==> src/hdl/bgc_pkg.sv <==
// Package for the breathing-pattern and group configuration block
package bgc_pkg;

  // Register offsets on the internal register port
  localparam logic [7:0] BGC_OFS_PATTERN_CONFIG = 8'hA0;
  localparam logic [7:0] BGC_OFS_LOOP_COUNT_HIGH = 8'hA4;
  localparam logic [7:0] BGC_OFS_LOOP_COUNT_LOW = 8'hA5;
  localparam logic [7:0] BGC_OFS_BREATH_MAX = 8'hA6;
  localparam logic [7:0] BGC_OFS_BREATH_MIN = 8'hA7;
  localparam logic [7:0] BGC_OFS_SHARED_RED = 8'hA8;
  localparam logic [7:0] BGC_OFS_SHARED_GREEN = 8'hA9;
  localparam logic [7:0] BGC_OFS_SHARED_BLUE = 8'hAA;
  localparam logic [7:0] BGC_OFS_GROUP_CONFIG = 8'hAB;
  localparam logic [7:0] BGC_OFS_TRIPLE_ENABLE_LOW = 8'hAC;

  // Field positions
  localparam int BGC_BIT_PATTERN_CTRL_ENABLE = 0;
  localparam int BGC_BIT_SHARED_COLOUR_DISABLE = 4;
  localparam int BGC_LOOP_HIGH_MSB = 3;

  // Widths
  localparam int BGC_BYTE_W = 8;
  localparam int BGC_NIBBLE_W = 4;
  localparam int BGC_LOOP_W = 12;
  localparam int BGC_TRIPLES = 8;

  // Reset values
  localparam logic [7:0] BGC_RST_BYTE = 8'h00;
  localparam logic [3:0] BGC_RST_NIBBLE = 4'h0;
  localparam logic [0:0] BGC_RST_FLAG = 1'h0;
  localparam logic [11:0] BGC_LOOP_ENDLESS = 12'h000;
  localparam logic [7:0] BGC_UNMAPPED_READ = 8'h00;

  // Control mode of one LED triple, one-hot
  typedef enum logic [2:0] {
    BGC_MODE_INDIVIDUAL = 3'b001,
    BGC_MODE_GROUP = 3'b010,
    BGC_MODE_PATTERN = 3'b100
  } bgc_mode_type;

  // Shared colour mix values
  typedef struct packed {
    logic [7:0] red;
    logic [7:0] green;
    logic [7:0] blue;
  } bgc_colour_type;

  // Breathing settings handed to the pattern timers
  typedef struct packed {
    logic [11:0] loop_count;
    logic loop_endless;
    logic [7:0] max_level;
    logic [7:0] min_level;
  } bgc_breath_type;

  // Per-triple routing decision
  typedef struct packed {
    logic group_mode;
    logic pattern_mode;
    logic use_shared_colour;
  } bgc_route_type;

endpackage

==> src/hdl/bgc_reg_cell.sv <==
// One read-write configuration register with write strobe
`timescale 1ns/1ps
module bgc_reg_cell #(
  parameter int WIDTH = 8,
  parameter logic [WIDTH-1:0] RESET_VALUE = '0
) (
  input wire logic clk, // System clock
  input wire logic sys_rst, // Async reset, active high
  input wire logic wr_en, // Write strobe for this register
  input wire logic [WIDTH-1:0] wdata, // Write data
  output logic [WIDTH-1:0] q // Stored value
);

  // Holds the value until software writes again
  always_ff @(posedge clk or posedge sys_rst) begin
    if (sys_rst) begin
      q <= RESET_VALUE;
    end else if (wr_en) begin
      q <= wdata;
    end
  end

endmodule

==> src/hdl/bgc_triple_mode.sv <==
// Control mode decision for one LED triple
`timescale 1ns/1ps
module bgc_triple_mode (
  input wire logic clk, // System clock
  input wire logic sys_rst, // Async reset, active high
  input wire logic triple_enable, // Enable bit for this triple
  input wire logic pattern_ctrl_enable, // Pattern controller enable
  input wire logic shared_colour_disable, // Use own colour registers
  output bgc_pkg::bgc_route_type route_r // Registered routing decision
);

  bgc_pkg::bgc_mode_type mode_nxt;
  bgc_pkg::bgc_route_type route_nxt;

  // Pick the controller that owns this triple
  always_comb begin
    if (!triple_enable) begin
      mode_nxt = bgc_pkg::BGC_MODE_INDIVIDUAL;
    end else if (pattern_ctrl_enable) begin
      mode_nxt = bgc_pkg::BGC_MODE_PATTERN;
    end else begin
      mode_nxt = bgc_pkg::BGC_MODE_GROUP;
    end
  end

  // Decode mode into routing bits
  always_comb begin
    route_nxt = '0;
    case (mode_nxt)
      bgc_pkg::BGC_MODE_GROUP: begin
        route_nxt.group_mode = 1'b1;
        route_nxt.use_shared_colour = ~shared_colour_disable;
      end
      bgc_pkg::BGC_MODE_PATTERN: begin
        route_nxt.pattern_mode = 1'b1;
        route_nxt.use_shared_colour = ~shared_colour_disable;
      end
      bgc_pkg::BGC_MODE_INDIVIDUAL: begin
        route_nxt = '0;
      end
      default: begin
        route_nxt = '0;
      end
    endcase
  end

  // Registered so the top output comes from a flop
  always_ff @(posedge clk or posedge sys_rst) begin
    if (sys_rst) begin
      route_r <= '0;
    end else begin
      route_r <= route_nxt;
    end
  end

endmodule

==> src/hdl/bgc_top.sv <==
// Breathing-pattern and group configuration registers with triple routing
`timescale 1ns/1ps
module bgc_top (
  input wire logic clk, // System clock, 10 MHz
  input wire logic sys_rst, // Async reset, active high
  input wire logic [7:0] reg_addr, // Register offset
  input wire logic [7:0] reg_wdata, // Write data
  input wire logic reg_wr, // Write strobe, one cycle
  input wire logic reg_rd, // Read strobe, one cycle
  output logic [7:0] reg_rdata_r, // Read data, held until next read
  output logic reg_rvalid_r, // Read data valid pulse
  output bgc_pkg::bgc_breath_type breath_r, // Breathing settings
  output bgc_pkg::bgc_colour_type shared_colour_r, // Shared colour mix
  output logic pattern_ctrl_enable_r, // Pattern controller enable
  output logic shared_colour_disable_r, // Own colour registers in use
  output logic [23:0] led_group_mode_r, // Per LED: group mode
  output logic [23:0] led_pattern_mode_r, // Per LED: pattern mode
  output logic [23:0] led_shared_colour_r // Per LED: shared colour used
);

  // Write strobes per register
  logic wr_pattern_config;
  logic wr_loop_high;
  logic wr_loop_low;
  logic wr_max;
  logic wr_min;
  logic wr_red;
  logic wr_green;
  logic wr_blue;
  logic wr_group_config;
  logic wr_triple_low;

  // Stored register contents
  logic [0:0] pattern_ctrl_enable_q;
  logic [3:0] loop_count_high_q;
  logic [7:0] loop_count_low_reg_q;
  logic [7:0] breath_max_level_q;
  logic [7:0] breath_min_level_q;
  logic [7:0] shared_red_mix_q;
  logic [7:0] shared_green_mix_q;
  logic [7:0] shared_blue_mix_q;
  logic [0:0] shared_colour_disable_q;
  logic [7:0] triple_enable_q;

  // Combined count, read data and routing per triple
  logic [11:0] loop_count;
  logic [7:0] rdata_nxt;
  bgc_pkg::bgc_breath_type breath_nxt;
  bgc_pkg::bgc_route_type route [bgc_pkg::BGC_TRIPLES];

  // Address decode; unmapped writes are dropped
  // Offsets outside the map raise no strobe at all
  always_comb begin
    wr_pattern_config = reg_wr && (reg_addr == bgc_pkg::BGC_OFS_PATTERN_CONFIG);
    wr_loop_high = reg_wr && (reg_addr == bgc_pkg::BGC_OFS_LOOP_COUNT_HIGH);
    wr_loop_low = reg_wr && (reg_addr == bgc_pkg::BGC_OFS_LOOP_COUNT_LOW);
    wr_max = reg_wr && (reg_addr == bgc_pkg::BGC_OFS_BREATH_MAX);
    wr_min = reg_wr && (reg_addr == bgc_pkg::BGC_OFS_BREATH_MIN);
    wr_red = reg_wr && (reg_addr == bgc_pkg::BGC_OFS_SHARED_RED);
    wr_green = reg_wr && (reg_addr == bgc_pkg::BGC_OFS_SHARED_GREEN);
    wr_blue = reg_wr && (reg_addr == bgc_pkg::BGC_OFS_SHARED_BLUE);
    wr_group_config = reg_wr && (reg_addr == bgc_pkg::BGC_OFS_GROUP_CONFIG);
    wr_triple_low = reg_wr && (reg_addr == bgc_pkg::BGC_OFS_TRIPLE_ENABLE_LOW);
  end

  // Pattern controller enable, the only writable bit here
  // Other bits of this offset belong to the pattern run control
  bgc_reg_cell #(.WIDTH(1), .RESET_VALUE(bgc_pkg::BGC_RST_FLAG)) u_pattern_enable (
    .clk(clk),
    .sys_rst(sys_rst),
    .wr_en(wr_pattern_config),
    .wdata(reg_wdata[bgc_pkg::BGC_BIT_PATTERN_CTRL_ENABLE]),
    .q(pattern_ctrl_enable_q)
  );

  // Upper nibble of the loop count
  // Upper half of that offset holds start and end points, kept elsewhere
  bgc_reg_cell #(.WIDTH(4), .RESET_VALUE(bgc_pkg::BGC_RST_NIBBLE)) u_loop_high (
    .clk(clk),
    .sys_rst(sys_rst),
    .wr_en(wr_loop_high),
    .wdata(reg_wdata[bgc_pkg::BGC_LOOP_HIGH_MSB:0]),
    .q(loop_count_high_q)
  );

  // Lower byte of the loop count
  bgc_reg_cell #(.WIDTH(8), .RESET_VALUE(bgc_pkg::BGC_RST_BYTE)) u_loop_low (
    .clk(clk),
    .sys_rst(sys_rst),
    .wr_en(wr_loop_low),
    .wdata(reg_wdata),
    .q(loop_count_low_reg_q)
  );

  // Breathing ceiling
  bgc_reg_cell #(.WIDTH(8), .RESET_VALUE(bgc_pkg::BGC_RST_BYTE)) u_max (
    .clk(clk),
    .sys_rst(sys_rst),
    .wr_en(wr_max),
    .wdata(reg_wdata),
    .q(breath_max_level_q)
  );

  // Breathing floor
  bgc_reg_cell #(.WIDTH(8), .RESET_VALUE(bgc_pkg::BGC_RST_BYTE)) u_min (
    .clk(clk),
    .sys_rst(sys_rst),
    .wr_en(wr_min),
    .wdata(reg_wdata),
    .q(breath_min_level_q)
  );

  // Shared red mix
  bgc_reg_cell #(.WIDTH(8), .RESET_VALUE(bgc_pkg::BGC_RST_BYTE)) u_red (
    .clk(clk),
    .sys_rst(sys_rst),
    .wr_en(wr_red),
    .wdata(reg_wdata),
    .q(shared_red_mix_q)
  );

  // Shared green mix
  bgc_reg_cell #(.WIDTH(8), .RESET_VALUE(bgc_pkg::BGC_RST_BYTE)) u_green (
    .clk(clk),
    .sys_rst(sys_rst),
    .wr_en(wr_green),
    .wdata(reg_wdata),
    .q(shared_green_mix_q)
  );

  // Shared blue mix
  bgc_reg_cell #(.WIDTH(8), .RESET_VALUE(bgc_pkg::BGC_RST_BYTE)) u_blue (
    .clk(clk),
    .sys_rst(sys_rst),
    .wr_en(wr_blue),
    .wdata(reg_wdata),
    .q(shared_blue_mix_q)
  );

  // Shared colour disable; enables of LED25-36 live elsewhere
  bgc_reg_cell #(.WIDTH(1), .RESET_VALUE(bgc_pkg::BGC_RST_FLAG)) u_colour_dis (
    .clk(clk),
    .sys_rst(sys_rst),
    .wr_en(wr_group_config),
    .wdata(reg_wdata[bgc_pkg::BGC_BIT_SHARED_COLOUR_DISABLE]),
    .q(shared_colour_disable_q)
  );

  // Triple enables for LED1-24
  // Bit n owns LEDs 3n+1 to 3n+3
  bgc_reg_cell #(.WIDTH(8), .RESET_VALUE(bgc_pkg::BGC_RST_BYTE)) u_triple_low (
    .clk(clk),
    .sys_rst(sys_rst),
    .wr_en(wr_triple_low),
    .wdata(reg_wdata),
    .q(triple_enable_q)
  );

  // Full count and endless detection
  always_comb begin
    loop_count = {loop_count_high_q, loop_count_low_reg_q};
    breath_nxt.loop_count = loop_count;
    breath_nxt.loop_endless = (loop_count == bgc_pkg::BGC_LOOP_ENDLESS);
    breath_nxt.max_level = breath_max_level_q;
    breath_nxt.min_level = breath_min_level_q;
  end

  // Breathing settings, one flop stage
  // A cleared count means endless, so reset shows the endless flag set
  always_ff @(posedge clk or posedge sys_rst) begin
    if (sys_rst) begin
      breath_r.loop_count <= bgc_pkg::BGC_LOOP_ENDLESS;
      breath_r.loop_endless <= 1'b1;
      breath_r.max_level <= bgc_pkg::BGC_RST_BYTE;
      breath_r.min_level <= bgc_pkg::BGC_RST_BYTE;
    end else begin
      breath_r <= breath_nxt;
    end
  end

  // Shared colour mix, one flop stage
  // Stage costs a cycle but keeps outputs glitch free
  always_ff @(posedge clk or posedge sys_rst) begin
    if (sys_rst) begin
      shared_colour_r <= '0;
    end else begin
      shared_colour_r <= {shared_red_mix_q, shared_green_mix_q, shared_blue_mix_q};
    end
  end

  // Pattern controller enable seen by the timers
  always_ff @(posedge clk or posedge sys_rst) begin
    if (sys_rst) begin
      pattern_ctrl_enable_r <= 1'b0;
    end else begin
      pattern_ctrl_enable_r <= pattern_ctrl_enable_q[0];
    end
  end

  // Shared colour disable seen by the colour path
  always_ff @(posedge clk or posedge sys_rst) begin
    if (sys_rst) begin
      shared_colour_disable_r <= 1'b0;
    end else begin
      shared_colour_disable_r <= shared_colour_disable_q[0];
    end
  end

  // One mode decision per triple, fanned to its three LEDs
  // Route flops sit in each triple cell, so these vectors
  // come straight from flops without a second stage
  for (genvar t = 0; t < bgc_pkg::BGC_TRIPLES; t++) begin : g_triple
    bgc_triple_mode u_mode (
      .clk(clk),
      .sys_rst(sys_rst),
      .triple_enable(triple_enable_q[t]),
      .pattern_ctrl_enable(pattern_ctrl_enable_q[0]),
      .shared_colour_disable(shared_colour_disable_q[0]),
      .route_r(route[t])
    );
    always_comb begin
      led_group_mode_r[3*t +: 3] = {3{route[t].group_mode}};
      led_pattern_mode_r[3*t +: 3] = {3{route[t].pattern_mode}};
      led_shared_colour_r[3*t +: 3] = {3{route[t].use_shared_colour}};
    end
  end

  // Read mux; reserved bits and unmapped offsets read zero
  // A read and a write in one cycle return the old contents
  always_comb begin
    case (reg_addr)
      bgc_pkg::BGC_OFS_PATTERN_CONFIG: begin
        rdata_nxt = '0;
        rdata_nxt[bgc_pkg::BGC_BIT_PATTERN_CTRL_ENABLE] = pattern_ctrl_enable_q[0];
      end
      bgc_pkg::BGC_OFS_LOOP_COUNT_HIGH: begin
        rdata_nxt = {bgc_pkg::BGC_RST_NIBBLE, loop_count_high_q};
      end
      bgc_pkg::BGC_OFS_LOOP_COUNT_LOW: begin
        rdata_nxt = loop_count_low_reg_q;
      end
      bgc_pkg::BGC_OFS_BREATH_MAX: begin
        rdata_nxt = breath_max_level_q;
      end
      bgc_pkg::BGC_OFS_BREATH_MIN: begin
        rdata_nxt = breath_min_level_q;
      end
      bgc_pkg::BGC_OFS_SHARED_RED: begin
        rdata_nxt = shared_red_mix_q;
      end
      bgc_pkg::BGC_OFS_SHARED_GREEN: begin
        rdata_nxt = shared_green_mix_q;
      end
      bgc_pkg::BGC_OFS_SHARED_BLUE: begin
        rdata_nxt = shared_blue_mix_q;
      end
      bgc_pkg::BGC_OFS_GROUP_CONFIG: begin
        rdata_nxt = '0;
        rdata_nxt[bgc_pkg::BGC_BIT_SHARED_COLOUR_DISABLE] = shared_colour_disable_q[0];
      end
      bgc_pkg::BGC_OFS_TRIPLE_ENABLE_LOW: begin
        rdata_nxt = triple_enable_q;
      end
      default: begin
        rdata_nxt = bgc_pkg::BGC_UNMAPPED_READ;
      end
    endcase
  end

  // Read valid, one pulse per read strobe
  // Data then stays in reg_rdata_r until the next read strobe
  always_ff @(posedge clk or posedge sys_rst) begin
    if (sys_rst) begin
      reg_rvalid_r <= 1'b0;
    end else begin
      reg_rvalid_r <= reg_rd;
    end
  end

  // Read data captured on the strobe and held
  always_ff @(posedge clk or posedge sys_rst) begin
    if (sys_rst) begin
      reg_rdata_r <= bgc_pkg::BGC_RST_BYTE;
    end else if (reg_rd) begin
      reg_rdata_r <= rdata_nxt;
    end
  end

endmodule

==> config.mk <==
export PLATFORM = sky130hd
export DESIGN_NAME = bgc_top
export DESIGN_NICKNAME = d
export VERILOG_FILES = /design/src/hdl/bgc_pkg.sv /design/src/hdl/bgc_reg_cell.sv /design/src/hdl/bgc_triple_mode.sv /design/src/hdl/bgc_top.sv
export SDC_FILE = /design/constraint.sdc
export NUM_CORES = 1
export LEC_CHECK = 0
export BUFFER_PORTS_ARGS = -buffer_cell sky130_fd_sc_hd__buf_2
export CAP_MARGIN = 0
export CORE_AREA = 2 2 106 108
export DETAILED_ROUTE_END_ITERATION = 12
export DIE_AREA = 0 0 108 110
export PLACE_DENSITY = 0.84
export SLEW_MARGIN = 15
export SYNTH_ARGS = -nofsm -noshare
export SYNTH_HDL_FRONTEND = slang
export SYNTH_SLANG_ARGS = --single-unit
export TNS_END_PERCENT = 100
==> constraint.sdc <==
create_clock -name clk -period 8.7 [get_ports clk]
set_input_delay 0.435 -clock clk [delete_from_list [all_inputs] [get_ports clk]]
set_output_delay 0.435 -clock clk [all_outputs]
set_load 0.01 [all_outputs]
==> summary.txt, run 1 <==
CTS
  – Clock slew at reported path FFs: 0.06 ns
  – H-tree Lvls: 4
  – Number of gates resized after cts: 0
  – TritonCTS Buffers: 17
  – Buffer levels on the longest clock path: 2
  – Clock latency of the later-clocked register in the worst-skew pair: around 0.53 ns
  – CTS sink cnt: 150
  – Number of setup buffers added after CTS: 0
  – Clock root buffer: clkbuf_8
  – CTS tree: built

STA
  – Maximum clock skew at final layout: 0.0113 ns
  – Max_slew headroom: 0.322
  – Tcrit/Tclk final: 0.229
  – Count of final hold-check violations: 0
  – Number of max-slew violations in the final report: 0
  – Final Worst Setup Slack: 6.71 ns
  – Worst Tran Pin Value: approximately 1.0 ns
  – Shortest clock period the worst path allows after layout: 1.99 ns
  – Highest Clock Rate: approximately 500 MHz
  – Unrepaired setup endpoints after global routing: no
  – Setup violators final: 0
  – Setup TNS Final: 0 ns

Logic synthesis
  – Post-synth ARST share: 1.00
  – Main synth FF type: dfrtp_1
  – Fraction of the yosys area taken by sequential cells: 0.625
  – Cell variety after synth: 49
  – Net count of the mapped netlist: around 440
  – Yosys warning total: 0
  – Synthesized area per cell: 14.4 sq um
  – Number of cells produced by synthesis: about 420
  – Number of enable flip-flop cells after synthesis: 0
  – Number of flip-flops and latches in the synthesized netlist: 150
  – Netlist area before placement: between 0.006 and 0.007 sq mm

GRT
  – Vias in the first global route: about 3600
  – Pin count of the biggest net entering global routing: 84
  – Gr ovfl total: 0
  – Initial antenna violation count: 0
  – Layer with the highest usage after global routing: met2
  – Global routing met3 resource utilization: 0.0600
  – First-pass GRT wire length: about 19 mm
  – Global-route usage over all layers: 0.224
  – Met2 usage in global routing: 0.370
  – Met1 usage in global routing: 0.286

Power
  – Worst ir drop on vdd: between 0.1 and 0.15 mV
  – Power spent charging and discharging nets: between 300 and 400 uW
  – Internal Power: ~1200 uW
  – Power after layout: ~1600 uW
  – Switching power as a share of total power: 0.224
  – Combinational fraction of design power: 0.067
  – Clock power share: 0.456
  – Areal power density over the cells: around 220 mW/mm^2
  – Sequential cell fraction of total power: 0.477
  – LEAKAGE: between 0.003 and 0.004 uW

Drt
  – Total detailed-routing wirelength: about 13 mm
  – First-iteration detailed-routing DRC count: 319
  – Mean number of vias per cell: around 5.4
  – Via count: 3667
  – First drt pass iteration count: 4
  – DRC violations left: 0
  – Routed len/inst: around 18 um
  – Detail Route Antenna Nets: 0

Status
  – Outcome: finished, final reports clean

Worst setup path
  – Cell Chain, Critical Path: dlygate4sd3_1 -> buf_2 -> inv_6 -> buf_4
  – Data required time of the critical path: around 9.2 ns
  – Setup crit end kind: asynchronous set/reset pin
  – Crit start category: primary input
  – Reg-to-reg startpoint: u_colour_dis.q$_DFFE_PP0P_
  – Number of cell instances on the worst register-to-register path: 4
  – Worst setup path category: primary input to asynchronous set/reset pin
  – CP Data Arrival Time: 2.49 ns
  – Max incr delay on CP: approximately 0.86 ns
  – Critical path's slowest cell: buf_4
  – Critical path peak fanout: slightly above 80
  – Terminus of the critical flop-to-flop path: reg_rdata_r[4]$_DFFE_PP0P_
  – Reg2reg setup slack: approximately 7.1 ns

Floorplan
  – Die Y-Extent: roughly 110 um
  – Die Area: 0.0119 sq mm
  – Core ar.: around 0.011 sq mm
  – Starting Density: 0.562
  – Width of the chip: 108 um
  – Number of core rows: 38
  – Number of top-level pins: roughly 160

Min path
  – Worst Hold Launch: reg_rd
  – Path category of the worst min-delay check: primary input to flip-flop
  – Worst Hold Path Cells: 1
  – Terminating pin of the worst hold path: reg_rvalid_r$_DFF_PP0_

Final layout
  – Ant. Diodes: 0
  – Syn-to-layout area delta: 18.3%
  – Final-stage net count: around 550
  – Final standard cell area without fillers: 0.00711 sq mm
  – Number of standard cells in the layout, taps in and fillers out: approximately 680
  – Share of final-layout standard cells stronger than drive strength 1: 0.498
  – Number of fill cells: about 770

Place
  – Dpl ws: 6.18 ns
  – Buffers on Ports: roughly 160
  – Routability Congestion: approximately 0.89
  – Placed Instance Area: 0.00650 sq mm
  – Sum of net half-perimeters after detailed placement: about 8.6 mm
  – Inst Count DP: approximately 650

Flow run
  – Reported max-cap violation count: 0
==> flip-flops by register name (all words and copies together) (netlist names), 4 cells and up <==
signal	flops
breath_r	29
g_triple.u_mode.route_r	24
reg_rdata_r	8
shared_colour_r	24
u_blue.q	8
u_green.q	8
u_loop_high.q	4
u_loop_low.q	8
u_max.q	8
u_min.q	8
u_red.q	8
u_triple_low.q	8
==> per-stage QoR <==
stage | utilization | hold WS, ns
floorplan | - | 0.361
global placement | 0.608 | 0.378
detailed placement | 0.608 | 0.386
CTS | 0.664 | 0.141
global route | 0.664 | 0.151
finish | 0.664 | 0.180
==> kinds of logic (layout without fill, tap and decap cells) <==
| group | Yosys count | count (layout) | share of synthesized area |
|---|---|---|---|
| multiplexers | 77 | 77 | 0.153 |
| AND/OR/NAND/NOR | 84 | 84 | 0.0980 |
| buffers and inverters | 70 | 192 | 0.0806 |
| AO/OA/AOI/OAI | 35 | 35 | 0.0435 |
| flip-flops | 150 | 150 | 0.625 |
==> power groups by stage <==
stage / clock, uW / sequential [uW] / combinational (uW)
after detailed placement: 0 / 763 / 105
after floorplan: 0 / 766 / 62.7
after global routing: 767 / 755 / 115
after CTS: 731 / 752 / 106
after global placement: 0 / 763 / 103
final: 719 / 752 / 105
==> per-layer routing <==
| metal | up-vias | part of all wire | routed length (um) |
|---|---|---|---|
| met5 | - | 0 | 0 |
| li1 | 1632 | - | - |
| met3 | 12 | 0.074 | 924 |
| met2 | 192 | 0.51 | 6350 |
| met4 | 0 | 0.0098 | 123 |
| met1 | 1831 | 0.41 | 5100 |
==> cell type report <==
cell class                      instances  area [sq um]  share of cell area
Timing Repair Buffer                  157           793               0.112
Multi-Input combinational cell        196          1770               0.249
Clock inverter                         12           151              0.0213
Tap cell                              140           175              0.0246
Clock buffer                           20           445              0.0627
Inverter                                3          16.3             0.00229
Sequential cell                       150          3750               0.528
==> synth_stat cells, drive strengths merged, types with 4 or more instances <==
| library cell | number | area share |
|---|---|---|
| a21boi | 4 | 0.0050 |
| a21oi | 5 | 0.0042 |
| a22oi | 4 | 0.0050 |
| and2 | 10 | 0.010 |
| buf | 63 | 0.076 |
| clkbuf | 4 | 0.0025 |
| dfrtp | 149 | 0.62 |
| mux2 | 66 | 0.13 |
| mux2i | 8 | 0.013 |
| nand2 | 10 | 0.0062 |
| nand3 | 16 | 0.025 |
| nand4 | 5 | 0.0077 |
| nor2 | 4 | 0.0037 |
| nor2b | 22 | 0.023 |
==> placed cells by master (no fill, tap or decap), types with 8 or more instances in the layout <==
master,Yosys,routed
and2_1,10,10
buf_2,9,155
clkbuf_16,0,16
dfrtp_1,149,149
mux2_2,58,58
mux2_4,8,8
mux2i_1,8,8
nand2_1,10,10
nand3_1,9,9
nor2b_1,22,22
==> worst max path at each step <==
| stage | start | to | slack (ns) |
|---|---|---|---|
| 6_report | sys_rst | shared_colour_r[16]$_DFF_PP0_ | 6.71 |
| 3_3_place_gp | reg_addr[6] | u_min.q[5]$_DFFE_PP0P_ | 6.24 |
| 5_1_grt | sys_rst | reg_rdata_r[1]$_DFFE_PP0P_ | 6.43 |
| 3_5_place_dp | reg_addr[6] | u_min.q[4]$_DFFE_PP0P_ | 6.18 |
| 4_1_cts | sys_rst | breath_r[15]$_DFF_PP0_ | 6.69 |
| 2_1_floorplan | sys_rst | breath_r[0]$_DFF_PP0_ | 4.23 |
==> what timing repair did <==
item,in CTS,in global routing
hold buffers,1,0
endpoints found under the hold margin,20,0
setup endpoints to repair,0,0
==> worst max-delay path, delay by kind of cell <==
family                 cells  cell delay (ns)
buffers and inverters      4             1.93
Power figures use the tool's default switching activity.
==> run 2, diff against run 1 <==
--- a/config.mk
+++ b/config.mk
@@ -7,10 +7,10 @@
 export LEC_CHECK = 0
 export BUFFER_PORTS_ARGS = -buffer_cell sky130_fd_sc_hd__buf_2
 export CAP_MARGIN = 0
-export CORE_AREA = 2 2 106 108
+export CORE_AREA = 2 2 117 119
 export DETAILED_ROUTE_END_ITERATION = 12
-export DIE_AREA = 0 0 108 110
-export PLACE_DENSITY = 0.84
+export DIE_AREA = 0 0 119 121
+export PLACE_DENSITY = 0.74
 export SLEW_MARGIN = 15
 export SYNTH_ARGS = -nofsm -noshare
 export SYNTH_HDL_FRONTEND = slang
==> constraint.sdc (replaced) <==
create_clock -name clk -period 1.76 [get_ports clk]
set_input_delay 0.088 -clock clk [delete_from_list [all_inputs] [get_ports clk]]
set_output_delay 0.088 -clock clk [all_outputs]
set_load 0.01 [all_outputs]
==> summary.txt, run 2 (synthesis results as in run 1) <==
CTS
  – CTS tree: built
  – Clock slew at reported path FFs: 0.06 ns
  – Clock root buffer: clkbuf_16
  – TritonCTS Buffers: 17
  – Number of gates resized after cts: 0
  – Buffer levels on the longest clock path: 2
  – H-tree Lvls: 4
  – Clock latency of the later-clocked register in the worst-skew pair: between 0.4 and 0.5 ns
  – CTS sink cnt: 150

Worst setup path
  – Critical path depth: 4
  – Setup crit end kind: flip-flop
  – Data required time of the critical path: ~2 ns
  – Number of cell instances on the worst register-to-register path: 4
  – Critical path peak fanout: 4
  – Critical path's top delay family: compound AO/OA/AOI/OAI gates
  – Max incr delay on CP: ~0.41 ns
  – Reg2reg setup slack: ~0.27 ns
  – Worst setup path category: flip-flop to flip-flop
  – Reg-to-reg startpoint: u_loop_low.q[3]$_DFFE_PP0P_
  – Terminus of the critical flop-to-flop path: reg_rdata_r[3]$_DFFE_PP0P_
  – CP Data Arrival Time: around 1.8 ns
  – Critical path buffer and inverter count: 0
  – Cell Chain, Critical Path: mux2_2 -> a22oi_1 -> o221ai_1 -> a221o_1
  – Crit start category: flip-flop
  – Critical path's slowest cell: dfrtp_1

Floorplan
  – Core ar.: about 0.013 sq mm
  – Width of the chip: roughly 120 um
  – Number of top-level pins: around 160
  – Die Area: ~0.014 sq mm
  – Die Y-Extent: approximately 120 um
  – Number of core rows: 42
  – Starting Density: 0.459

Power
  – Combinational fraction of design power: 0.076
  – Areal power density over the cells: 1020 mW/mm^2
  – LEAKAGE: approximately 0.0040 uW
  – Sequential cell fraction of total power: 0.495
  – Power spent charging and discharging nets: around 1800 uW
  – Switching power as a share of total power: 0.236
  – Worst ir drop on vdd: 0.517 mV
  – Clock power share: 0.429
  – Power after layout: 7480 uW
  – Internal Power: ~5700 uW

GRT
  – Initial antenna violation count: 0
  – Met1 usage in global routing: 0.245
  – Vias in the first global route: 3657
  – Global routing met3 resource utilization: 0.0522
  – Layer with the highest usage after global routing: met2
  – Met2 usage in global routing: 0.309
  – First-pass GRT wire length: ~20 mm
  – Pin count of the biggest net entering global routing: between 90 and 100
  – Gr ovfl total: 0
  – Global-route usage over all layers: 0.189

Drt
  – Via count: ~3700
  – Routed len/inst: about 17 um
  – DRC violations left: 0
  – Detail Route Antenna Nets: 0
  – Mean number of vias per cell: 4.99
  – First-iteration detailed-routing DRC count: between 150 and 200
  – Total detailed-routing wirelength: 12.8 mm
  – First drt pass iteration count: 4

STA
  – Count of final hold-check violations: 0
  – Unrepaired setup endpoints after global routing: no
  – Setup violators final: 0
  – Maximum clock skew at final layout: approximately 0.0066 ns
  – Worst Tran Pin Value: roughly 0.56 ns
  – Number of max-slew violations in the final report: 0
  – Highest Clock Rate: about 670 MHz
  – Shortest clock period the worst path allows after layout: roughly 1.5 ns
  – Tcrit/Tclk final: 0.844
  – Max_slew headroom: 0.628

Final layout
  – Leading cell types in the layout, fill and taps excluded: buf_2, dfrtp_1, mux2_2, nor2b_1, buf_4
  – Max reg flops: 29
  – Ant. Diodes: 0
  – Biggest registers after layout: breath_r: 29 flops, g_triple.u_mode.route_r: 24 flops, shared_colour_r: 24 flops
  – Leading cell type in the layout, fill and taps excluded: buf_2
  – Core occupancy in the finished layout: 0.558
  – Share of final-layout standard cells stronger than drive strength 1: 0.516
  – Number of fill cells: ~1100
  – Largest register by flop count: breath_r
  – Final-stage net count: around 570
  – Syn-to-layout area delta: 21.4%

Place
  – Sum of net half-perimeters after detailed placement: 9.25 mm
  – Routability Congestion: between 0.8 and 0.9
  – Buffers on Ports: 155

Status
  – Outcome: finished, final reports clean

Flow run
  – Reported max-cap violation count: 0

Min path
  – Worst Hold Path Cells: 2
  – Worst Hold Launch: reg_wdata[2]
  – Path category of the worst min-delay check: primary input to flip-flop
  – Terminating pin of the worst hold path: u_triple_low.q[2]$_DFFE_PP0P_
[run 2: changes by cell type in the layout (fill, tap and decap cells not counted)]
cell / previous run / this run
dlygate4sd3_1: 1 / 2
inv_6: 2 / 1
buf_4: 1 / 19
buf_12: 0 / 3
clkinvlp_4: 5 / 6
clkinv_2: 3 / 5
clkbuf_8: 3 / 2
clkinv_4: 0 / 1
clkbuf_16: 16 / 17
bufinv_16: 3 / 0
[run 2: worst max path at each step]
| stage | slack [ns] | startpoint | endpoint |
|---|---|---|---|
| 3_5_place_dp | 0.1 | reg_addr[3] | u_min.q[4]$_DFFE_PP0P_ |
| 4_1_cts | 0.28 | u_loop_low.q[3]$_DFFE_PP0P_ | reg_rdata_r[3]$_DFFE_PP0P_ |
| 6_report | 0.27 | u_loop_low.q[3]$_DFFE_PP0P_ | reg_rdata_r[3]$_DFFE_PP0P_ |
| 5_1_grt | 0.20 | u_loop_low.q[3]$_DFFE_PP0P_ | reg_rdata_r[3]$_DFFE_PP0P_ |
| 3_3_place_gp | 0.08 | reg_addr[3] | u_min.q[5]$_DFFE_PP0P_ |
| 2_1_floorplan | -0.22 | sys_rst | breath_r[0]$_DFF_PP0_ |
[run 2: area by class of cell]
type	count	area, sq um	area share
flip-flops and latches	150	3750	0.515
multi-input cells	196	1770	0.243
repair buffers	179	998	0.137
clock buffers	20	457	0.0626
well taps	176	220	0.0302
clock inverters	12	80.1	0.0110
inverters	3	15.0	0.00206
[run 2: worst register-to-register path, cell delays in order (launching register included)]
cell and delay (ns):
dfrtp_1 0.41, mux2_2 0.29, a22oi_1 0.17, o221ai_1 0.16
a221o_1 0.33
[run 2: per-stage QoR]
stage          area, sq um  worst slack (ns)  hold WS [ns]  std cells  setup TNS, ns
3_5_place_dp          6740            0.0982       -0.0117        702              0
3_3_place_gp          6740            0.0757      -0.00935        702              0
6_report              7300             0.275        0.0525        736              0
4_1_cts               7300             0.276        0.0372        736              0
2_1_floorplan         6010            -0.216         0.119        416         -32.21
5_1_grt               7300             0.201        0.0477        736              0
[run 2: timing repair]
item,4_1_cts,5_1_grt
hold buffers,2,0
endpoints found under the hold margin,150,0
setup buffers,0,0
[run 2: layer usage]
metal / up-vias / part of all wire
met2: 138 / 0.50
met1: 1839 / 0.43
li1: 1681 / -
met4: 0 / 0.013
met5: - / 0
met3: 13 / 0.049
[run 2: power by group through the flow]
stage	clock [uW]	sequential, uW	combinational (uW)
finish	3210	3700	569
global route	3460	3720	621
CTS	3290	3710	580
detailed placement	0	3760	573
global placement	0	3760	568
floorplan	0	3790	311
